## src/fscm_pkg.sv

```systemverilog
// shared constants and types for the fp select/convert/minmax unit
package fscm_pkg;
  typedef enum logic [3:0] {
    FSCM_OP_SUB, FSCM_OP_SEL, FSCM_OP_CVT_A, FSCM_OP_CVT_M, FSCM_OP_CVT_N,
    FSCM_OP_CVT_P, FSCM_OP_H2S, FSCM_OP_S2H, FSCM_OP_MAX, FSCM_OP_MIN
  } fscm_op_e;
  typedef enum logic [1:0] {FSCM_CC_GE, FSCM_CC_GT, FSCM_CC_EQ, FSCM_CC_VS} fscm_cc_e;
  typedef enum logic [1:0] {FSCM_RM_NEAR_EVEN, FSCM_RM_PLUS, FSCM_RM_MINUS, FSCM_RM_AWAY} fscm_rm_e;
  localparam int FSCM_FLAG_N = 3;
  localparam int FSCM_FLAG_Z = 2;
  localparam int FSCM_FLAG_C = 1;
  localparam int FSCM_FLAG_V = 0;
  localparam int FSCM_HALF_LO = 0;
  localparam int FSCM_HALF_HI = 16;
  localparam logic [31:0] FSCM_QNAN = 32'h7FC00000;
  localparam logic [31:0] FSCM_RESULT_RST = 32'h00000000;
  localparam logic [31:0] FSCM_S32_MAX = 32'h7FFFFFFF;
  localparam logic [31:0] FSCM_S32_MIN = 32'h80000000;
  localparam logic [31:0] FSCM_U32_MAX = 32'hFFFFFFFF;
endpackage

```

## src/fscm_f2i.sv

```systemverilog
`timescale 1ns/1ps
// single precision to 32-bit integer with directed rounding
module fscm_f2i import fscm_pkg::*; (
  input wire logic [31:0] src,
  input wire fscm_rm_e rmode,
  input wire logic to_unsigned,
  output logic [31:0] result
);
  logic sgn;
  logic [7:0] e;
  logic [55:0] fix;
  logic [31:0] ip;
  logic [23:0] fr;
  logic g;
  logic st;
  logic inc;
  logic [32:0] mag;
  logic [33:0] sval;
  always_comb begin
    sgn = src[31];
    e = src[30:23];
    fix = '0;
    ip = '0;
    fr = '0;
    inc = 1'b0;
    // mantissa placed with 24 fraction bits; exponents >= 158 saturate below, except NaN which gives 0
    if (e >= 8'd103 && e < 8'd158) begin
      fix = 56'({1'b1, src[22:0]});
      // split shift keeps the widest value inside the 56-bit window
      if (e >= 8'd126) fix = fix << (e - 8'd126);
      else fix = fix >> (8'd126 - e);
    end else if (e < 8'd103 && src[30:0] != 31'd0) begin
      // tiny values and subnormals only leave a sticky bit
      fix = 56'd1;
    end
    ip = fix[55:24];
    fr = fix[23:0];
    g = fr[23];
    st = |fr[22:0];
    case (rmode)
      FSCM_RM_AWAY: inc = g;
      FSCM_RM_NEAR_EVEN: inc = g & (st | ip[0]);
      FSCM_RM_PLUS: inc = ~sgn & (g | st);
      FSCM_RM_MINUS: inc = sgn & (g | st);
      default: inc = 1'b0;
    endcase
    mag = {1'b0, ip} + 33'(inc);
    sval = sgn ? -{1'b0, mag} : {1'b0, mag};
    if (e == 8'hFF && src[22:0] != 23'd0) begin
      result = 32'h00000000;
    end else if (to_unsigned) begin
      if (sval[33]) result = 32'h00000000;
      else if (e >= 8'd158 || mag[32]) result = FSCM_U32_MAX;
      else result = mag[31:0];
    end else if (e >= 8'd158 || mag > 33'h080000000 ||
                 (!sgn && mag > 33'h07FFFFFFF)) begin
      result = sgn ? FSCM_S32_MIN : FSCM_S32_MAX;
    end else begin
      result = sval[31:0];
    end
  end
endmodule

```

## src/fscm_unit.sv

```systemverilog
`timescale 1ns/1ps
// fp subtract, select, directed convert, half convert and max/min number unit
module fscm_unit import fscm_pkg::*; (
  input wire logic clk,
  input wire logic resetn,
  input wire logic ce,
  input wire logic op_valid,
  input wire fscm_op_e op,
  input wire fscm_cc_e sel_cond,
  input wire logic cvt_unsigned,
  input wire logic half_top,
  input wire logic [3:0] app_status_flags_reg,
  input wire logic [31:0] first_src_fp_reg,
  input wire logic [31:0] second_src_fp_reg,
  input wire logic [31:0] dest_old,
  output logic [31:0] dest_fp_reg,
  output logic result_valid
);
  // ----------------------------------------
  // helpers
  // ----------------------------------------
  function automatic logic is_nan(input logic [31:0] x);
    is_nan = (x[30:23] == 8'hFF) && (x[22:0] != 23'd0);
  endfunction
  function automatic logic is_snan(input logic [31:0] x);
    is_snan = is_nan(x) && !x[22];
  endfunction
  // a < b for non-NaN values, -0 treated below +0
  function automatic logic f_less(input logic [31:0] a, input logic [31:0] b);
    if (a[31] != b[31]) f_less = a[31];
    else if (a[31]) f_less = a[30:0] > b[30:0];
    else f_less = a[30:0] < b[30:0];
  endfunction
  // ----------------------------------------
  // subtract, round to nearest even
  // ----------------------------------------
  logic [31:0] sub_res;
  logic [31:0] bn;
  logic [31:0] big;
  logic [31:0] sml;
  logic [7:0] eb;
  logic [7:0] es;
  logic [7:0] sh;
  logic [27:0] mb;
  logic [27:0] ms;
  logic [28:0] sum;
  logic stk;
  logic [4:0] lz;
  logic [9:0] er;
  logic [27:0] nm;
  logic [24:0] rm;
  always_comb begin
    bn = {~second_src_fp_reg[31], second_src_fp_reg[30:0]};
    big = (first_src_fp_reg[30:0] >= bn[30:0]) ? first_src_fp_reg : bn;
    sml = (first_src_fp_reg[30:0] >= bn[30:0]) ? bn : first_src_fp_reg;
    eb = (big[30:23] == 8'd0) ? 8'd1 : big[30:23];
    es = (sml[30:23] == 8'd0) ? 8'd1 : sml[30:23];
    mb = {1'b0, big[30:23] != 8'd0, big[22:0], 3'b000};
    ms = {1'b0, sml[30:23] != 8'd0, sml[22:0], 3'b000};
    sh = eb - es;
    stk = 1'b0;
    if (sh > 8'd27) begin
      stk = |ms;
      ms = '0;
    end else begin
      for (int i = 0; i < 28; i++) if (i < sh && ms[i]) stk = 1'b1;
      ms = ms >> sh;
    end
    ms[0] = ms[0] | stk;
    sum = (big[31] == sml[31]) ? {1'b0, mb} + {1'b0, ms} : {1'b0, mb} - {1'b0, ms};
    lz = 5'd0;
    // highest set bit wins, giving the leading zeros below bit 26
    for (int i = 0; i < 27; i++) if (sum[i]) lz = 5'(26 - i);
    if (sum[27]) begin
      nm = {1'b0, sum[27:2], sum[1] | sum[0]};
      er = {2'b00, eb} + 10'd1;
    end else if ({2'b00, eb} > {5'd0, lz}) begin
      nm = sum[27:0] << lz;
      er = {2'b00, eb} - {5'd0, lz};
    end else begin
      nm = sum[27:0] << (eb - 8'd1);
      // subnormal keeps the minimum exponent in case rounding makes it normal
      er = 10'd1;
    end
    rm = {1'b0, nm[26:3]} + 25'(nm[2] & (nm[1] | nm[0] | nm[3]));
    if (rm[24]) er = er + 10'd1;
    if (is_nan(first_src_fp_reg) || is_nan(second_src_fp_reg) ||
        (first_src_fp_reg[30:0] == 31'h7F800000 && bn[30:0] == 31'h7F800000 &&
         first_src_fp_reg[31] != bn[31])) sub_res = FSCM_QNAN;
    else if (big[30:23] == 8'hFF) sub_res = big;
    else if (sum == '0) sub_res = {big[31] & sml[31], 31'd0};
    else if (er >= 10'd255) sub_res = {big[31], 31'h7F800000};
    else sub_res = {big[31], ((rm[23] | rm[24]) ? er[7:0] : 8'd0), rm[22:0]};
  end
  // ----------------------------------------
  // select, convert, max/min
  // ----------------------------------------
  logic cond_ok;
  logic [31:0] cvt_int;
  fscm_rm_e rmode;
  always_comb begin
    case (op)
      FSCM_OP_CVT_A: rmode = FSCM_RM_AWAY;
      FSCM_OP_CVT_N: rmode = FSCM_RM_NEAR_EVEN;
      FSCM_OP_CVT_P: rmode = FSCM_RM_PLUS;
      FSCM_OP_CVT_M: rmode = FSCM_RM_MINUS;
      default: rmode = FSCM_RM_NEAR_EVEN;
    endcase
  end
  fscm_f2i u_f2i (
    .src(second_src_fp_reg),
    .rmode(rmode),
    .to_unsigned(cvt_unsigned),
    .result(cvt_int)
  );
  // only integer flags are consulted, fp compare state never reaches here
  always_comb begin
    case (sel_cond)
      FSCM_CC_GE: cond_ok = app_status_flags_reg[FSCM_FLAG_N] == app_status_flags_reg[FSCM_FLAG_V];
      FSCM_CC_GT: cond_ok = !app_status_flags_reg[FSCM_FLAG_Z] &&
                            app_status_flags_reg[FSCM_FLAG_N] == app_status_flags_reg[FSCM_FLAG_V];
      FSCM_CC_EQ: cond_ok = app_status_flags_reg[FSCM_FLAG_Z];
      FSCM_CC_VS: cond_ok = app_status_flags_reg[FSCM_FLAG_V];
      default: cond_ok = 1'b0;
    endcase
  end
  logic [15:0] h_in;
  logic [31:0] h2s;
  logic [15:0] s2h;
  logic [4:0] hlz;
  logic [9:0] hm;
  logic [8:0] he;
  logic [24:0] hs;
  logic [11:0] hr;
  logic [7:0] hsh;
  always_comb begin
    // half to single is exact, so no rounding step exists
    h_in = half_top ? second_src_fp_reg[FSCM_HALF_HI +: 16] : second_src_fp_reg[FSCM_HALF_LO +: 16];
    hlz = 5'd0;
    for (int i = 9; i >= 0; i--) if (h_in[i] && hlz == 5'd0) hlz = 5'(10 - i);
    hm = 10'(h_in[9:0] << hlz);
    if (h_in[14:10] == 5'h1F) h2s = {h_in[15], 8'hFF, h_in[9:0] | {h_in[9:0] != 0, 9'd0}, 13'd0};
    else if (h_in[14:10] != 5'd0) h2s = {h_in[15], 8'(h_in[14:10]) + 8'd112, h_in[9:0], 13'd0};
    else if (h_in[9:0] == 10'd0) h2s = {h_in[15], 31'd0};
    else h2s = {h_in[15], 8'd113 - 8'(hlz), hm, 13'd0};
    // single to half, single rounding straight to nearest even
    he = {1'b0, second_src_fp_reg[30:23]} - 9'd112;
    hs = {1'b1, second_src_fp_reg[22:0], 1'b0};
    hsh = 8'd113 - second_src_fp_reg[30:23];
    if (second_src_fp_reg[30:23] < 8'd113) begin
      // bits shifted out still count towards the sticky bit
      hs = (hsh > 8'd24) ? 25'd1 : (hs >> hsh) | 25'(|(hs & ~({25{1'b1}} << hsh)));
      he = 9'd0;
    end
    hr = {1'b0, hs[24:14]} + 12'(hs[13] & (|hs[12:0] | hs[14]));
    if (is_nan(second_src_fp_reg)) s2h = {second_src_fp_reg[31], 5'h1F, 1'b1, second_src_fp_reg[21:13]};
    else if (second_src_fp_reg[30:23] == 8'hFF || (he >= 9'd31 && !he[8]) ||
             (he == 9'd30 && hr[11])) s2h = {second_src_fp_reg[31], 15'h7C00};
    else if (he == 9'd0) s2h = {second_src_fp_reg[31], 4'd0, hr[10:0]};
    else s2h = {second_src_fp_reg[31], he[4:0] + 5'(hr[11]), hr[9:0]};
  end
  logic [31:0] mm_res;
  logic a_lt_b;
  always_comb begin
    a_lt_b = f_less(first_src_fp_reg, second_src_fp_reg);
    // a quiet NaN loses to a number, a signalling NaN yields the default NaN
    if (is_snan(first_src_fp_reg) || is_snan(second_src_fp_reg)) mm_res = FSCM_QNAN;
    else if (is_nan(first_src_fp_reg) && is_nan(second_src_fp_reg)) mm_res = FSCM_QNAN;
    else if (is_nan(first_src_fp_reg)) mm_res = second_src_fp_reg;
    else if (is_nan(second_src_fp_reg)) mm_res = first_src_fp_reg;
    else if (op == FSCM_OP_MAX) mm_res = a_lt_b ? second_src_fp_reg : first_src_fp_reg;
    else mm_res = a_lt_b ? first_src_fp_reg : second_src_fp_reg;
  end
  // ----------------------------------------
  // result register
  // ----------------------------------------
  logic [31:0] next_dest_fp_reg;
  logic next_result_valid;
  always_comb begin
    next_dest_fp_reg = dest_fp_reg;
    next_result_valid = op_valid;
    if (op_valid) begin
      case (op)
        FSCM_OP_SUB: next_dest_fp_reg = sub_res;
        FSCM_OP_SEL: next_dest_fp_reg = cond_ok ? first_src_fp_reg : second_src_fp_reg;
        FSCM_OP_CVT_A, FSCM_OP_CVT_M, FSCM_OP_CVT_N, FSCM_OP_CVT_P: next_dest_fp_reg = cvt_int;
        FSCM_OP_H2S: next_dest_fp_reg = h2s;
        FSCM_OP_S2H: next_dest_fp_reg = half_top ? {s2h, dest_old[15:0]} : {dest_old[31:16], s2h};
        FSCM_OP_MAX, FSCM_OP_MIN: next_dest_fp_reg = mm_res;
        default: next_dest_fp_reg = dest_fp_reg;
      endcase
    end
  end
  always_ff @(posedge clk) begin
    if (!resetn) begin
      dest_fp_reg <= FSCM_RESULT_RST;
      result_valid <= 1'b0;
    end else if (ce) begin
      dest_fp_reg <= next_dest_fp_reg;
      result_valid <= next_result_valid;
    end
  end
endmodule

```

## config.mk

```make
export PLATFORM = sky130hd
export DESIGN_NAME = fscm_unit
export DESIGN_NICKNAME = d
export VERILOG_FILES = /design/src/fscm_pkg.sv /design/src/fscm_f2i.sv /design/src/fscm_unit.sv
export SDC_FILE = /design/constraint.sdc
export NUM_CORES = 1
export LEC_CHECK = 0
export ABC_AREA = 1
export BUFFER_PORTS_ARGS = -buffer_cell sky130_fd_sc_hd__buf_2
export CELL_PAD_IN_SITES_DETAIL_PLACEMENT = 1
export CELL_PAD_IN_SITES_GLOBAL_PLACEMENT = 1
export CORE_MARGIN = 5
export CORE_UTILIZATION = 30
export CTS_BUF_LIST = sky130_fd_sc_hd__clkbuf_2
export DETAILED_ROUTE_END_ITERATION = 7
export GPL_TIMING_DRIVEN = 0
export MAX_ROUTING_LAYER = met4
export PLACE_DENSITY = 0.61
export SLEW_MARGIN = 25
export SYNTH_ARGS = -nofsm -noshare
export SYNTH_HDL_FRONTEND = slang
export SYNTH_HIERARCHICAL = 1
export SYNTH_SLANG_ARGS = --single-unit
```

## constraint.sdc

```tcl
create_clock -name clk -period 17.2 [get_ports clk]
set_clock_uncertainty 0.1 [all_clocks]
set_input_delay 3.44 -clock clk [delete_from_list [all_inputs] [get_ports clk]]
set_output_delay 3.44 -clock clk [all_outputs]
set_load 0.05 [all_outputs]
```

==> run metrics <==
status completed; IO Pins between 100 and 150; compound-cell area share of the yosys netlist between 20% and 30%; first-pass GRT wire length 218000 um; GRT Overall Usage approximately 34%; Psw approximately 1.6 mW; Largest register FFs 32; top cells by count, synth nand2_1, nand3_1, nor2_1, inv_1, o21ai_0; Die ar. about 84000 um2; Slew Viols, Final 0; synthesized flop and latch total 33; area of the multi-input gates approximately 20000 um2; slowest CP cell fa_2; Reg2Reg Setup Slack between 15 and 20 ns; yosys warns 6; CP dominant cell by count nand2_1; Comb power frac 94.4%; multiplexer share of the synthesized area 0.170%; Post-DP Area between 20000 and 30000 um2; max frequency 0.0603 GHz; hold_ws ~0.38 ns; Worst Path Max Fanout 19; Slew @ Worst Pin 1.15 ns; Cell Rows around 100; Fillers ~11000; Final Cycle Share about 96%; Overall Power between 2 and 2.5 mW; P_int about 0.77 mW; TritonRoute pass-1 iters 6; Peak VDD IR roughly 0.044 mV; Critical Path AT around 17 ns; met1 Use GR 44.7%; CP required between 15 and 20 ns; Num CTS Buffers 5; H-tree depth 2; Die H about 290 um; initial antenna violation count 10; drt total wl around 150000 um; final core utilization 35.0%; async set-reset flop share out of synthesis 0%; largest family of logic cells by synthesized area simple AND/OR/NAND/NOR gates; kind of critical path input pin to flop; Flop pwr share 3.8%; Syn Std Cell Area around 24000 um2; Pleak 13.2 nW; Yosys cell types 80; Worst Slack Setup Final between 0.6 and 0.7 ns; Chip Width a little under 300 um; Nets 5049; Simple-Gate Fraction of Synth Area between 50% and 60%; most common cell in the netlist nand2_1; Synth Area per Inst a little over 5 um2; switch share approximately two thirds; fin crit period approximately 17 ns; Final Hold Vio Count 0; Design Area, Final between 20000 and 30000 um2; cell count after synthesis approximately 4600; pre-CTS WS -4.34 ns; syn_nets approximately 4800; adder-cell share of the synthesized area under 10%; grt met3 use 4.67%; vias in the first global route 32600; routability congestion estimate roughly 1.0; Clock transition at path regs 0.29 ns; MaxCap Viol Count 0; Area growth syn-to-layout 15.6%; DR vias 34200; Critical R2R Capture dest_fp_reg[10]; Clock Path Buffers 2; # DRC 0; critical path capture point type flop; post-synth top area share roughly a fifth; initial detailed-routing violation count 3531; Crit. Startpoint second_src_fp_reg[4]; later-pin clock latency in the skew report slightly above 0.4 ns; Slew HR between 20% and 30%; Hold Startpoint result_valid; Hold Buf Count CTS 0; ranking of synthesized cells by area nand2_1, nand3_1, o21ai_0, nor2_1, inv_1; PD cells around 89 nW/um2; DRT antenna net count 0; Clock power frac 1.8%; DP Wirelength between 100000 and 150000 um; EDFF count, synth 0; TritonCTS Sinks 33; Wirelength per Cell about 26 um; Most Crowded Layer GR met2; largest net degree at the start of global routing 17; routing usage on met2 a little over half; # setup viols final 0; largest area contributor in the netlist nand2_1; I/O Buffers 141; Vias/cell about 5.8; grt total ovfl 0; startpoint type of the worst setup path input pin; clk root buf clkbuf_2; Seq/Total Area, Yosys between 2 and 3%; hold endpoint result_valid; post-synthesis xor/xnor area fraction about 3.4%; layout cell share with drive strength beyond 1 13.9%; worst reg2reg path depth 2; initial core utilization a little under a third; CTS tree yes; Hold Crit Depth 2; dominant synthesized flop cell dfxtp_1; Worst path max stage delay approximately 0.43 ns; core area 77600 um2; RR Startpoint dest_fp_reg[10]; hold crit path type flop to flop; Reg area between 600 and 700 um2
==> cells in the final DEF, fill, tap and decap left out, types with 9 or more instances in the layout <==
cell	synthesis	layout
o21ai_2	8	23
nor2_1	454	432
nand2_1	1263	1245
clkinv_1	24	15
nand3_2	17	23
o21ai_0	358	339
a211oi_1	11	10
nor2_4	17	28
nor3_1	42	42
xnor2_1	19	17
o21bai_1	28	28
nand4_1	144	144
nand3_1	605	597
buf_2	54	165
clkbuf_4	0	12
dfxtp_1	33	33
buf_1	19	15
buf_6	15	28
a21oi_1	284	271
ha_1	118	109
buf_4	19	100
inv_1	447	421
xor2_1	66	62
or2_2	14	14
inv_2	37	40
nand3b_1	11	11
nand2_2	48	61
o22ai_1	21	19
diode_2	0	9
o2111ai_1	19	19
o211ai_1	39	39
nor2_2	18	29
a221oi_1	13	13
nor4_1	26	25
o21ai_1	59	60
a21oi_2	9	21
clkbuf_1	121	105
a31oi_1	17	11
clkinvlp_4	0	23
==> kinds of logic after synthesis <==
group / count (synthesis)
adder cells (fa/ha/maj): 121
AO/OA/AOI/OAI: 923
flip-flops: 33
multiplexers: 4
buffers and inverters: 746
XOR/XNOR: 88
AND/OR/NAND/NOR: 2690
==> power groups by stage <==
stage                     logic (mW)  registers (mW)  clock network [mW]
after floorplan                 1.37           0.106                   0
after global routing            2.46          0.0907              0.0450
after CTS                       2.14          0.0904              0.0428
after global placement          2.04          0.0921                   0
after detailed placement        2.06          0.0920                   0
final                           2.28          0.0909              0.0432
==> metrics by stage <==
stage | TNS, ns | cells
final | 0 | 5865
after floorplan | 0 | 4605
after global placement | -147.73 | 5786
after global routing | -1.67 | 5864
after detailed placement | -130.21 | 5791
after CTS | 0 | 5832
==> per-layer routing <==
layer / part of all wire (%) / up-vias
met5: 0 / -
met1: 43 / 16400
li1: - / 15900
met2: 44 / 1505
met3: 7.6 / 371
met4: 5.4 / 0
==> what timing repair did <==
| action | CTS | global route |
|---|---|---|
| pin swaps | 20 | 41 |
| gates resized for setup | 174 | 114 |
| buffers inserted | 40 | 27 |
| setup endpoints to repair | 31 | 31 |
| gates cloned | 0 | 1 |
==> worst max-delay path: cells and delay by family <==
family	cells	cell delay (ns)
xor+xnor	1	0.16
simple gates	52	5.88
compound gates	19	2.80
buf+inv	19	2.57
fa+ha+maj	7	1.94
==> worst max path at each step <==
stage / endpoint / slack (ns) / cells past startpoint
floorplan: dest_fp_reg[14] / 1.01 / 99
global placement: dest_fp_reg[14] / -4.89 / 97
detailed placement: dest_fp_reg[3] / -4.34 / 96
CTS: dest_fp_reg[3] / 0.03 / 98
global route: dest_fp_reg[13] / -0.14 / 98
finish: dest_fp_reg[3] / 0.60 / 98
==> layout make-up <==
cell class	instances	share of cell area, %
inverter	510	7.58
antenna	9	0.0829
sequential	33	2.43
clock buffer	5	0.0921
buffer	227	4.77
multi-input combinational	3826	75.2
timing repair buffer	213	4.99
tap	1040	4.79
clock inverter	2	0.0414
No activity file was read; power rests on OpenSTA's default activity.
